===== src/hw/cbiu_pkg.sv =====
package cbiu_pkg;
  // Depths and widths
  localparam int WB_DEPTH = 4;
  localparam int RD_DEPTH = 16;
  localparam int LINE_WORDS = 4;
  localparam int ADDR_W = 30;
  localparam int DATA_W = 32;
  localparam int LANES = 4;
  localparam int INVAL_W = 28;
  // Write entry layout, hit flag in bit 0
  localparam int E_HIT = 0;
  localparam int E_LOCK = 1;
  localparam int E_IO = 2;
  localparam int E_DATA = 3;
  localparam int E_BE = 35;
  localparam int E_ADDR = 39;
  localparam int E_W = 69;
  // Read return entry layout
  localparam int R_DATA = 0;
  localparam int R_LAST = 32;
  localparam int R_PFQ = 33;
  localparam int R_FILL = 34;
  localparam int R_W = 35;
  // Bus size codes
  localparam logic [1:0] SIZE_32 = 2'h0;
  localparam logic [1:0] SIZE_16 = 2'h1;
  // Reset values
  localparam logic [29:0] RST_ADDR = 30'h0;
  localparam logic [3:0] RST_LANES_N = 4'hf;
  localparam logic [31:0] RST_DATA = 32'h0;
  // Words left after the second word of a line fill
  localparam logic [1:0] FILL_LEFT = 2'h2;
  // Bus cycle states
  typedef enum logic [1:0] {
    BS_IDLE = 2'b00,
    BS_ADDR = 2'b01,
    BS_DATA = 2'b10
  } cbiu_bus_state_t;
endpackage


===== src/hw/cbiu_stream_if.sv =====
`timescale 1ns/1ps
`default_nettype none
// Valid/ready stream into and out of a buffer
interface cbiu_stream_if #(parameter int WIDTH = 8);
  logic in_valid;
  logic in_ready;
  logic [WIDTH-1:0] in_data;
  logic out_valid;
  logic out_ready;
  logic [WIDTH-1:0] out_data;
  modport fifo (input in_valid, in_data, out_ready, output in_ready, out_valid, out_data);
  modport user (output in_valid, in_data, out_ready, input in_ready, out_valid, out_data);
endinterface
`default_nettype wire


===== src/hw/cbiu_parity.sv =====
`timescale 1ns/1ps
`default_nettype none
module cbiu_parity (
  // Word in
  input wire logic [31:0] i_data,
  // Even parity bit per byte
  output logic [3:0] o_par
);
  // One parity bit per byte lane
  for (genvar b = 0; b < 4; b++) begin : g_lane
    assign o_par[b] = ^i_data[8*b +: 8];
  end
endmodule
`default_nettype wire


===== src/hw/cbiu_fifo.sv =====
`timescale 1ns/1ps
`default_nettype none
module cbiu_fifo #(
  parameter int WIDTH = 8,
  parameter int DEPTH = 4,
  parameter int LW = $clog2(DEPTH + 1)
) (
  // Clock, reset, enable
  input wire logic i_clk,
  input wire logic i_rst_n,
  input wire logic i_ce,
  // Flag in bit 0 of every entry
  input wire logic i_clr_flag,
  output logic o_all_flag,
  output logic [LW-1:0] o_level,
  // Stream
  cbiu_stream_if.fifo s
);
  localparam int PW = (DEPTH > 1) ? $clog2(DEPTH) : 1;
  logic [WIDTH-1:0] mem [DEPTH];
  logic [DEPTH-1:0] vld;
  logic [DEPTH-1:0] flag_ok;
  logic [PW-1:0] wr_ptr;
  logic [PW-1:0] rd_ptr;
  logic [LW-1:0] count;
  logic push;
  logic pop;

  // Handshake and status
  assign s.in_ready = count < LW'(DEPTH);
  assign s.out_valid = count != '0;
  assign s.out_data = mem[rd_ptr];
  assign push = s.in_valid && s.in_ready;
  assign pop = s.out_valid && s.out_ready;
  assign o_level = count;
  assign o_all_flag = &flag_ok;

  // Pointers and occupancy, strict first in first out
  always_ff @(posedge i_clk or negedge i_rst_n) begin
    if (!i_rst_n) begin
      wr_ptr <= '0;
      rd_ptr <= '0;
      count <= '0;
    end else if (i_ce) begin
      if (push) begin
        wr_ptr <= (wr_ptr == PW'(DEPTH - 1)) ? '0 : wr_ptr + 1'b1;
      end
      if (pop) begin
        rd_ptr <= (rd_ptr == PW'(DEPTH - 1)) ? '0 : rd_ptr + 1'b1;
      end
      count <= count + LW'(push) - LW'(pop);
    end
  end

  // Per entry storage; a push wins over a flag clear
  for (genvar i = 0; i < DEPTH; i++) begin : g_entry
    always_ff @(posedge i_clk or negedge i_rst_n) begin
      if (!i_rst_n) begin
        mem[i] <= '0;
        vld[i] <= 1'b0;
      end else if (i_ce) begin
        if (push && wr_ptr == PW'(i)) begin
          mem[i] <= s.in_data;
          vld[i] <= 1'b1;
        end else begin
          if (i_clr_flag) begin
            mem[i][0] <= 1'b0;
          end
          if (pop && rd_ptr == PW'(i)) begin
            vld[i] <= 1'b0;
          end
        end
      end
    end
    assign flag_ok[i] = !vld[i] || mem[i][0];
  end
endmodule
`default_nettype wire


===== src/hw/cbiu_top.sv =====
`timescale 1ns/1ps
`default_nettype none
module cbiu_top #(
  parameter int WB_DEPTH = cbiu_pkg::WB_DEPTH,
  parameter int RD_DEPTH = cbiu_pkg::RD_DEPTH
) (
  // Clock, reset, enable
  input wire logic i_sys_clk,
  input wire logic i_nrst,
  input wire logic i_ce,
  // Cache configuration
  input wire logic i_cache_en,
  input wire logic i_write_through,
  input wire logic i_cache_inval,
  // Internal request port
  input wire logic i_req_valid,
  input wire logic i_req_write,
  input wire logic i_req_io,
  input wire logic i_req_io_repeat,
  input wire logic i_req_lock,
  input wire logic i_req_pfq,
  input wire logic i_req_hit,
  input wire logic [29:0] i_req_addr,
  input wire logic [3:0] i_req_be,
  input wire logic [31:0] i_req_wdata,
  output logic o_req_ready,
  output logic o_req_done,
  // Read return to cache and prefetch queue
  input wire logic i_rd_ready,
  output logic o_rd_valid,
  output logic [31:0] o_rd_data,
  output logic o_rd_fill,
  output logic o_rd_pfq,
  output logic o_rd_last,
  // Invalidation address to cache
  output logic o_inval_valid,
  output logic [27:0] o_inval_addr,
  // Address pins
  output logic [29:0] o_word_address_lines,
  input wire logic [27:0] i_word_address_lines,
  output logic o_addr_oe,
  output logic [3:0] o_byte_lane_enables_n,
  // Data and parity pins
  input wire logic [31:0] i_bidir_data_lines,
  output logic [31:0] o_bidir_data_lines,
  input wire logic [3:0] i_data_par,
  output logic [3:0] o_data_par,
  output logic o_data_oe,
  output logic o_par_err,
  // Cycle control pins
  output logic o_cycle_start_n,
  output logic o_write_cycle,
  output logic o_mem_cycle,
  output logic o_lock_n,
  input wire logic i_ready_n,
  input wire logic [1:0] i_bus_size,
  input wire logic i_ken_n,
  input wire logic i_inval_n
);
  localparam int WB_LW = $clog2(WB_DEPTH + 1);
  localparam int RD_LW = $clog2(RD_DEPTH + 1);
  localparam int PIN_W = 69;

  logic rst_meta;
  logic rst_n;
  logic [PIN_W-1:0] pin_meta;
  logic [PIN_W-1:0] pin_sync;
  logic rdy_s;
  logic [1:0] size_s;
  logic ken_s;
  logic inval_n_s;
  logic inval_q;
  logic ext_inval;
  logic inval_evt;
  logic [31:0] dat_s;
  logic [3:0] par_s;
  logic [27:0] ainv_s;
  cbiu_pkg::cbiu_bus_state_t state;
  logic take;
  logic wr_absorb;
  logic wr_buf;
  logic op_take;
  logic pend_valid;
  logic pend_write;
  logic pend_io;
  logic pend_lock;
  logic pend_pfq;
  logic [29:0] pend_addr;
  logic [3:0] pend_be;
  logic [31:0] pend_data;
  logic wb_all_hit;
  logic [WB_LW-1:0] wb_level;
  logic [WB_LW-1:0] next_wb_level;
  logic [RD_LW-1:0] rd_level;
  logic rroom;
  logic wb_ne;
  logic bypass;
  logic go_read;
  logic go_wb;
  logic go_uw;
  logic start;
  logic [29:0] ld_addr;
  logic [3:0] ld_be;
  logic [31:0] ld_data;
  logic ld_io;
  logic ld_lock_wr;
  logic [3:0] ld_par;
  logic cur_pend;
  logic cur_lock_wr;
  logic cur_fillable;
  logic cur_fill;
  logic cur_first;
  logic cur_pfq;
  logic [1:0] word_left;
  logic [31:0] rd_acc;
  logic [31:0] word_data;
  logic [3:0] lanes;
  logic [3:0] lanes_nx;
  logic [3:0] lane_done;
  logic [3:0] rd_par;
  logic dat_rdy;
  logic word_end;
  logic fill_go;
  logic more;
  logic op_done;
  logic next_pend_valid;

  cbiu_stream_if #(.WIDTH(cbiu_pkg::E_W)) wb_if();
  cbiu_stream_if #(.WIDTH(cbiu_pkg::R_W)) rd_if();

  // Reset release through two flops
  always_ff @(posedge i_sys_clk or negedge i_nrst) begin
    if (!i_nrst) begin
      rst_meta <= 1'b0;
      rst_n <= 1'b0;
    end else begin
      rst_meta <= 1'b1;
      rst_n <= rst_meta;
    end
  end

  // Two flop synchroniser for every bus input pin
  always_ff @(posedge i_sys_clk or negedge rst_n) begin
    if (!rst_n) begin
      pin_meta <= '0;
      pin_sync <= '0;
    end else if (i_ce) begin
      pin_meta <= {i_ready_n, i_bus_size, i_ken_n, i_inval_n, i_bidir_data_lines,
                   i_data_par, i_word_address_lines};
      pin_sync <= pin_meta;
    end
  end
  assign rdy_s = !pin_sync[68];
  assign size_s = pin_sync[67:66];
  assign ken_s = !pin_sync[65];
  assign inval_n_s = pin_sync[64];
  assign dat_s = pin_sync[63:32];
  assign par_s = pin_sync[31:28];
  assign ainv_s = pin_sync[27:0];

  // External invalidation: address taken from the upper address lines
  assign ext_inval = inval_q && !inval_n_s;
  assign inval_evt = ext_inval || i_cache_inval;
  always_ff @(posedge i_sys_clk or negedge rst_n) begin
    if (!rst_n) begin
      inval_q <= 1'b0;
      o_inval_valid <= 1'b0;
      o_inval_addr <= '0;
    end else if (i_ce) begin
      inval_q <= inval_n_s;
      o_inval_valid <= ext_inval;
      o_inval_addr <= ainv_s;
    end
  end

  // Request classification
  assign take = i_req_valid && o_req_ready;
  assign wr_absorb = take && i_req_write && i_cache_en && !i_write_through && i_req_hit &&
                     !i_req_io && !i_req_lock;
  assign wr_buf = take && i_req_write && !wr_absorb && i_cache_en &&
                  (!i_req_io || i_req_io_repeat);
  assign op_take = take && !wr_absorb && !wr_buf;

  // Buffer entry: hit flag cleared by an invalidation in the same cycle
  assign wb_if.in_valid = wr_buf;
  assign wb_if.in_data = {i_req_addr, i_req_be, i_req_wdata, i_req_io, i_req_lock,
                          i_req_hit && !inval_evt};

  cbiu_fifo #(.WIDTH(cbiu_pkg::E_W), .DEPTH(WB_DEPTH)) u_wbuf (
    .i_clk(i_sys_clk),
    .i_rst_n(rst_n),
    .i_ce(i_ce),
    .i_clr_flag(inval_evt || (start && go_read && bypass)),
    .o_all_flag(wb_all_hit),
    .o_level(wb_level),
    .s(wb_if.fifo)
  );

  cbiu_fifo #(.WIDTH(cbiu_pkg::R_W), .DEPTH(RD_DEPTH)) u_rbuf (
    .i_clk(i_sys_clk),
    .i_rst_n(rst_n),
    .i_ce(i_ce),
    .i_clr_flag(1'b0),
    .o_all_flag(),
    .o_level(rd_level),
    .s(rd_if.fifo)
  );

  // Pending read, unbuffered write or locked read
  always_ff @(posedge i_sys_clk or negedge rst_n) begin
    if (!rst_n) begin
      pend_valid <= 1'b0;
      pend_write <= 1'b0;
      pend_io <= 1'b0;
      pend_lock <= 1'b0;
      pend_pfq <= 1'b0;
      pend_addr <= cbiu_pkg::RST_ADDR;
      pend_be <= '0;
      pend_data <= cbiu_pkg::RST_DATA;
    end else if (i_ce) begin
      if (op_take) begin
        pend_valid <= 1'b1;
        pend_write <= i_req_write;
        pend_io <= i_req_io;
        pend_lock <= i_req_lock;
        pend_pfq <= i_req_pfq;
        pend_addr <= i_req_addr;
        pend_be <= i_req_be;
        pend_data <= i_req_wdata;
      end else if (op_done) begin
        pend_valid <= 1'b0;
      end
    end
  end

  // Bus scheduling: bypass read, then oldest buffered write, then direct write
  assign wb_ne = wb_if.out_valid;
  assign rroom = rd_level <= RD_LW'(RD_DEPTH - cbiu_pkg::LINE_WORDS);
  assign bypass = pend_valid && !pend_write && !pend_io && !pend_lock && i_cache_en &&
                  wb_ne && wb_all_hit;
  assign go_read = pend_valid && !pend_write && rroom && (!wb_ne || bypass);
  assign go_wb = !go_read && wb_ne;
  assign go_uw = pend_valid && pend_write && !wb_ne;
  assign start = (state == cbiu_pkg::BS_IDLE) && (go_read || go_wb || go_uw);
  assign wb_if.out_ready = (state == cbiu_pkg::BS_IDLE) && go_wb;

  // Cycle contents chosen at start
  assign ld_addr = go_wb ? wb_if.out_data[cbiu_pkg::E_ADDR +: 30] : pend_addr;
  assign ld_be = go_wb ? wb_if.out_data[cbiu_pkg::E_BE +: 4] : pend_be;
  assign ld_data = go_wb ? wb_if.out_data[cbiu_pkg::E_DATA +: 32] : pend_data;
  assign ld_io = go_wb ? wb_if.out_data[cbiu_pkg::E_IO] : pend_io;
  assign ld_lock_wr = go_read ? 1'b0 : (go_wb ? wb_if.out_data[cbiu_pkg::E_LOCK] : pend_lock);

  cbiu_parity u_wpar (
    .i_data(ld_data),
    .o_par(ld_par)
  );
  cbiu_parity u_rpar (
    .i_data(dat_s),
    .o_par(rd_par)
  );

  // Lanes still owed after this data phase for the sampled width
  function automatic logic [3:0] lanes_left(input logic [3:0] p, input logic [1:0] sz);
    logic [3:0] r;
    if (sz == cbiu_pkg::SIZE_32) begin
      r = 4'h0;
    end else if (sz == cbiu_pkg::SIZE_16) begin
      r = (p[1:0] != 2'h0) ? {p[3:2], 2'h0} : 4'h0;
    end else begin
      r = p & (p - 4'h1);
    end
    return r;
  endfunction

  assign lanes = ~o_byte_lane_enables_n;
  assign lanes_nx = lanes_left(lanes, size_s);
  assign lane_done = lanes & ~lanes_nx;
  assign dat_rdy = (state == cbiu_pkg::BS_DATA) && rdy_s;
  assign word_end = dat_rdy && (lanes_nx == 4'h0);
  assign fill_go = cur_first && cur_fillable && ken_s;
  assign more = !o_write_cycle && (cur_first ? fill_go : (word_left != 2'h0));
  assign op_done = word_end && cur_pend && !more;

  // Read word assembled from the lanes delivered so far
  for (genvar b = 0; b < 4; b++) begin : g_acc
    assign word_data[8*b +: 8] = lane_done[b] ? dat_s[8*b +: 8] : rd_acc[8*b +: 8];
  end

  // Completed read words queue toward cache and prefetch queue
  assign rd_if.in_valid = word_end && !o_write_cycle;
  assign rd_if.in_data = {cur_fill || fill_go, cur_pfq, !more, word_data};

  // Bus cycle state machine
  always_ff @(posedge i_sys_clk or negedge rst_n) begin
    if (!rst_n) begin
      state <= cbiu_pkg::BS_IDLE;
    end else if (i_ce) begin
      case (state)
        cbiu_pkg::BS_IDLE: begin
          if (start) begin
            state <= cbiu_pkg::BS_ADDR;
          end
        end
        cbiu_pkg::BS_ADDR: begin
          state <= cbiu_pkg::BS_DATA;
        end
        cbiu_pkg::BS_DATA: begin
          if (dat_rdy) begin
            state <= (lanes_nx != 4'h0 || more) ? cbiu_pkg::BS_ADDR : cbiu_pkg::BS_IDLE;
          end
        end
        default: begin
          state <= cbiu_pkg::BS_IDLE;
        end
      endcase
    end
  end

  // Pin outputs of the current cycle
  always_ff @(posedge i_sys_clk or negedge rst_n) begin
    if (!rst_n) begin
      o_word_address_lines <= cbiu_pkg::RST_ADDR;
      o_byte_lane_enables_n <= cbiu_pkg::RST_LANES_N;
      o_bidir_data_lines <= cbiu_pkg::RST_DATA;
      o_data_par <= 4'h0;
      o_cycle_start_n <= 1'b1;
      o_write_cycle <= 1'b0;
      o_mem_cycle <= 1'b1;
      o_addr_oe <= 1'b0;
      o_data_oe <= 1'b0;
    end else if (i_ce) begin
      if (start) begin
        o_word_address_lines <= ld_addr;
        o_byte_lane_enables_n <= ~ld_be;
        o_bidir_data_lines <= ld_data;
        o_data_par <= ld_par;
        o_cycle_start_n <= 1'b0;
        o_write_cycle <= !go_read;
        o_mem_cycle <= !ld_io;
        o_addr_oe <= 1'b1;
        o_data_oe <= !go_read;
      end else if (state == cbiu_pkg::BS_ADDR) begin
        o_cycle_start_n <= 1'b1;
      end else if (dat_rdy) begin
        if (lanes_nx != 4'h0) begin
          // Narrow bus: another cycle for the lanes still owed
          o_byte_lane_enables_n <= ~lanes_nx;
          o_cycle_start_n <= 1'b0;
        end else if (more) begin
          // Next word of the line, wrapping inside 16 bytes
          o_word_address_lines[1:0] <= o_word_address_lines[1:0] + 2'h1;
          o_byte_lane_enables_n <= 4'h0;
          o_cycle_start_n <= 1'b0;
        end else begin
          o_byte_lane_enables_n <= cbiu_pkg::RST_LANES_N;
          o_addr_oe <= 1'b0;
          o_data_oe <= 1'b0;
        end
      end
    end
  end

  // Per cycle bookkeeping and read assembly
  always_ff @(posedge i_sys_clk or negedge rst_n) begin
    if (!rst_n) begin
      cur_pend <= 1'b0;
      cur_lock_wr <= 1'b0;
      cur_fillable <= 1'b0;
      cur_fill <= 1'b0;
      cur_first <= 1'b0;
      cur_pfq <= 1'b0;
      word_left <= 2'h0;
      rd_acc <= cbiu_pkg::RST_DATA;
    end else if (i_ce) begin
      if (start) begin
        cur_pend <= !go_wb;
        cur_lock_wr <= ld_lock_wr;
        cur_fillable <= go_read && !pend_io && !pend_lock && i_cache_en;
        cur_fill <= 1'b0;
        cur_first <= 1'b1;
        cur_pfq <= go_read && pend_pfq;
        word_left <= 2'h0;
        rd_acc <= cbiu_pkg::RST_DATA;
      end else if (dat_rdy) begin
        rd_acc <= word_data;
        if (word_end) begin
          cur_first <= 1'b0;
          if (fill_go) begin
            cur_fill <= 1'b1;
            word_left <= cbiu_pkg::FILL_LEFT;
          end else if (!cur_first && word_left != 2'h0) begin
            word_left <= word_left - 2'h1;
          end
        end
      end
    end
  end

  // Lock held from the locked read to the end of its write
  always_ff @(posedge i_sys_clk or negedge rst_n) begin
    if (!rst_n) begin
      o_lock_n <= 1'b1;
    end else if (i_ce) begin
      if (start && go_read && pend_lock) begin
        o_lock_n <= 1'b0;
      end else if (word_end && o_write_cycle && cur_lock_wr) begin
        o_lock_n <= 1'b1;
      end
    end
  end

  // Read parity check on the lanes delivered in this phase
  always_ff @(posedge i_sys_clk or negedge rst_n) begin
    if (!rst_n) begin
      o_par_err <= 1'b0;
    end else if (i_ce) begin
      o_par_err <= dat_rdy && !o_write_cycle && ((lane_done & (rd_par ^ par_s)) != 4'h0);
    end
  end

  // Request ready: stalls while an operation runs or the buffer fills
  assign next_pend_valid = op_take || (pend_valid && !op_done);
  assign next_wb_level = wb_level + WB_LW'(wb_if.in_valid && wb_if.in_ready) -
                         WB_LW'(wb_if.out_ready && wb_if.out_valid);
  always_ff @(posedge i_sys_clk or negedge rst_n) begin
    if (!rst_n) begin
      o_req_ready <= 1'b0;
      o_req_done <= 1'b0;
    end else if (i_ce) begin
      o_req_ready <= !next_pend_valid && (next_wb_level < WB_LW'(WB_DEPTH));
      o_req_done <= op_done;
    end
  end

  // Read return output stage
  assign rd_if.out_ready = rd_if.out_valid && (!o_rd_valid || i_rd_ready);
  always_ff @(posedge i_sys_clk or negedge rst_n) begin
    if (!rst_n) begin
      o_rd_valid <= 1'b0;
      o_rd_data <= cbiu_pkg::RST_DATA;
      o_rd_fill <= 1'b0;
      o_rd_pfq <= 1'b0;
      o_rd_last <= 1'b0;
    end else if (i_ce) begin
      if (rd_if.out_ready) begin
        o_rd_valid <= 1'b1;
        o_rd_data <= rd_if.out_data[cbiu_pkg::R_DATA +: 32];
        o_rd_fill <= rd_if.out_data[cbiu_pkg::R_FILL];
        o_rd_pfq <= rd_if.out_data[cbiu_pkg::R_PFQ];
        o_rd_last <= rd_if.out_data[cbiu_pkg::R_LAST];
      end else if (i_rd_ready) begin
        o_rd_valid <= 1'b0;
      end
    end
  end
endmodule
`default_nettype wire


===== config.mk =====
export PLATFORM = sky130hd
export DESIGN_NAME = cbiu_top
export DESIGN_NICKNAME = d
export VERILOG_FILES = /design/src/hw/cbiu_pkg.sv /design/src/hw/cbiu_stream_if.sv /design/src/hw/cbiu_parity.sv /design/src/hw/cbiu_fifo.sv /design/src/hw/cbiu_top.sv
export SDC_FILE = /design/constraint.sdc
export NUM_CORES = 2
export LEC_CHECK = 0
export CORE_MARGIN = 2
export CORE_UTILIZATION = 55
export DETAILED_ROUTE_END_ITERATION = 10
export DONT_BUFFER_PORTS = 1
export PLACE_DENSITY = 0.7
export SYNTH_ARGS = -nofsm -noshare
export SYNTH_HDL_FRONTEND = slang
export SYNTH_HIERARCHICAL = 1
export SYNTH_SLANG_ARGS = --single-unit

===== constraint.sdc =====
create_clock -name i_sys_clk -period 74.9 [get_ports i_sys_clk]
set_clock_uncertainty 0.2 [all_clocks]
set_input_delay 14.98 -clock i_sys_clk [delete_from_list [all_inputs] [get_ports i_sys_clk]]
set_output_delay 14.98 -clock i_sys_clk [all_outputs]
set_load 0.005 [all_outputs]

==> flow_metrics.tcl <==
set metrics [dict create \
    clk_pin_slew_ns 0.06 \
    grt_remaining_overflow 0 \
    grt_first_pass_wirelength_um 205000 \
    crit_fanout 59 \
    whs_ns 0.154 \
    worstHoldStart "rst_meta$_DFF_PN0_" \
    fillers 7396 \
    hold_class "reg2reg" \
    drc 0 \
    cts_tree "yes" \
    cp_top_family "simple AND/OR/NAND/NOR gates" \
    via_per_inst 6.20 \
    insertion_delay_ns 0.74 \
    rows 116 \
    post-dp-hpwl_um 77500 \
    crit_type "in2reg" \
    cp.arrival_ns 17.99 \
    ys_warn_count 6 \
    fin_tns_setup_ns 0 \
    ios 293 \
    use_met3 0.0654 \
    finalWirelength_um 131000 \
    p_per_area_nw_per_um2 32.3 \
    required_ns 75.31 \
    syn_avg_cell_area_um2 15.1 \
    drive_above_1_share 0.360 \
    maxCapViolations 0 \
    grt_pass1_vias 33838 \
    status "completed" \
    setup_viol 0 \
    slew_violations 0 \
    initial_core_util 0.554 \
    critPathBufInv 1 \
    grt_usage 0.261 \
    nNetsFinal 3743 \
    ctsHoldBuffers 0 \
    cts.sinks 1258 \
    max_freq_mhz 56.9 \
    synth_cells 3657 \
    path_cells "nand2b_1 -> nand3_1 -> nor3_1 -> nand4b_1 -> buf_4 -> mux2_2" \
    synthToLayoutAreaGrowth_pct 9.37 \
    period_share 0.235 \
    grt_antenna_before_repair 14 \
    cp-start-kind "input port" \
    htreeDepth 4 \
    vias 30844 \
    p_leak_uw 0.0292 \
    die_h_um 321 \
    avgRoutedWirePerCell_um 26.4 \
    drt_iter0_drc 2242 \
    end_kind "register" \
    slew_headroom 0.153 \
    firstDrtPassIters 6 \
    grt_most_used_layer "met2" \
    cp_slowest_stage_delay_ns 0.97 \
    period_needed_ns 17.58 \
    clockRootBuffer "clkbuf_16" \
    routabilityCongestion 0.792 \
    drtAntennaViolNets 0 \
    cts_buffers 134 \
    cts_setup_buffers 0 \
    worst_pin_slew_ns 1.26 \
    hold_viol 0 \
    grt_max_degree 219 \
    max-vdd-ir-drop_uv 25.0 \
    cts_buffer_depth 3 \
    cts.repair.resized 0 \
    crit_slowest_cell "nand4b_1" \
    final_common_cell "dfrtp_1" \
    worst_r2r_startpoint "o_byte_lane_enables_n[0]$_DFFE_PN1P_" \
    port_buffers 0 \
    grt_use_met2 0.434 \
    die_area_um2 103000 \
    crit_start "i_req_io_repeat" \
    synth_fp_nets 3833 \
    die_w_um 321 \
    coreArea_um2 100000 \
    grt_use_met1 0.342 \
    rsz0062_at_grt "false" \
    layout_common_cells "dfrtp_1, mux2_2, mux2_1, nand2_1, mux4_2" \
    netlist_area_um2 55400 \
]
## final timing paths
kind                                                   endpoint  slack [ns]  cells past startpoint
max                                  u_wbuf/mem[96]$_DFFE_PN0P_       57.32                      6
min                                             rst_n$_DFF_PN0_        0.15                      0
max reg2reg                         u_rbuf/mem[165]$_DFFE_PN0P_       70.15                      7
min reg2reg                                     rst_n$_DFF_PN0_        0.15                      0
max in group asynchronous                       rst_n$_DFF_PN0_       60.69                      0
min in group asynchronous  o_word_address_lines[22]$_DFFE_PN0P_        0.28                      0
## sequential cells by signal, indices dropped and copies added (netlist names), 4 cells and up
register / flops
u_rbuf/mem: 560
o_word_address_lines: 30
rd_acc: 32
u_rbuf/rd_ptr: 4
u_rbuf/wr_ptr: 4
o_rd_data: 32
pend_data: 32
o_data_par: 4
pend_be: 4
pend_addr: 30
o_inval_addr: 28
o_bidir_data_lines: 32
u_wbuf/mem: 276
o_byte_lane_enables_n: 4
pin_meta: 69
u_wbuf/vld: 4
u_rbuf/o_level: 5
pin_sync: 69
## power breakdown
group	switching [uW]	internal, uW	total [uW]	leakage (uW)
sequential	95.4	769	865	0.0169
combinational	242	189	432	0.0101
clock	267	395	662	0.00220
## routing by layer
metal	vias to the layer above	routed length (um)
met5	-	102
met4	16	3130
met3	239	8800
met2	788	65300
met1	16649	54000
li1	13152	-
## worst reg2reg max path, delay by kind of cell, from the launching register on
kind / cells / cell delay (ns)
compound gates: 2 / 0.69
buf+inv: 1 / 0.25
flops: 1 / 0.79
mux: 1 / 0.68
simple gates: 3 / 2.00
## layout make-up
cell class              count  area, um^2  area share
flip-flops and latches   1258       31500       0.520
multi-input cells        2095       22500       0.372
clock buffers             208        4080      0.0673
well taps                1298        1620      0.0268
clock inverters            32         378     0.00624
repair buffers             40         313     0.00516
inverters                  38         143     0.00235
diodes                      4        10.0    0.000165
## stage by stage
stage | std cells | utilization | instance area [um^2] | worst slack, ns | total power, uW
3_3_place_gp | 4729 | 0.561 | 56100 | 56.71 | 1290
5_1_grt | 4971 | 0.606 | 60600 | 57.16 | 2050
6_report | 4973 | 0.606 | 60600 | 57.32 | 1960
4_1_cts | 4969 | 0.606 | 60600 | 57.43 | 1970
2_1_floorplan | 3657 | - | 55400 | 37.05 | 1190
3_5_place_dp | 4729 | 0.561 | 56100 | 56.65 | 1310
Power figures use the tool's default switching activity.
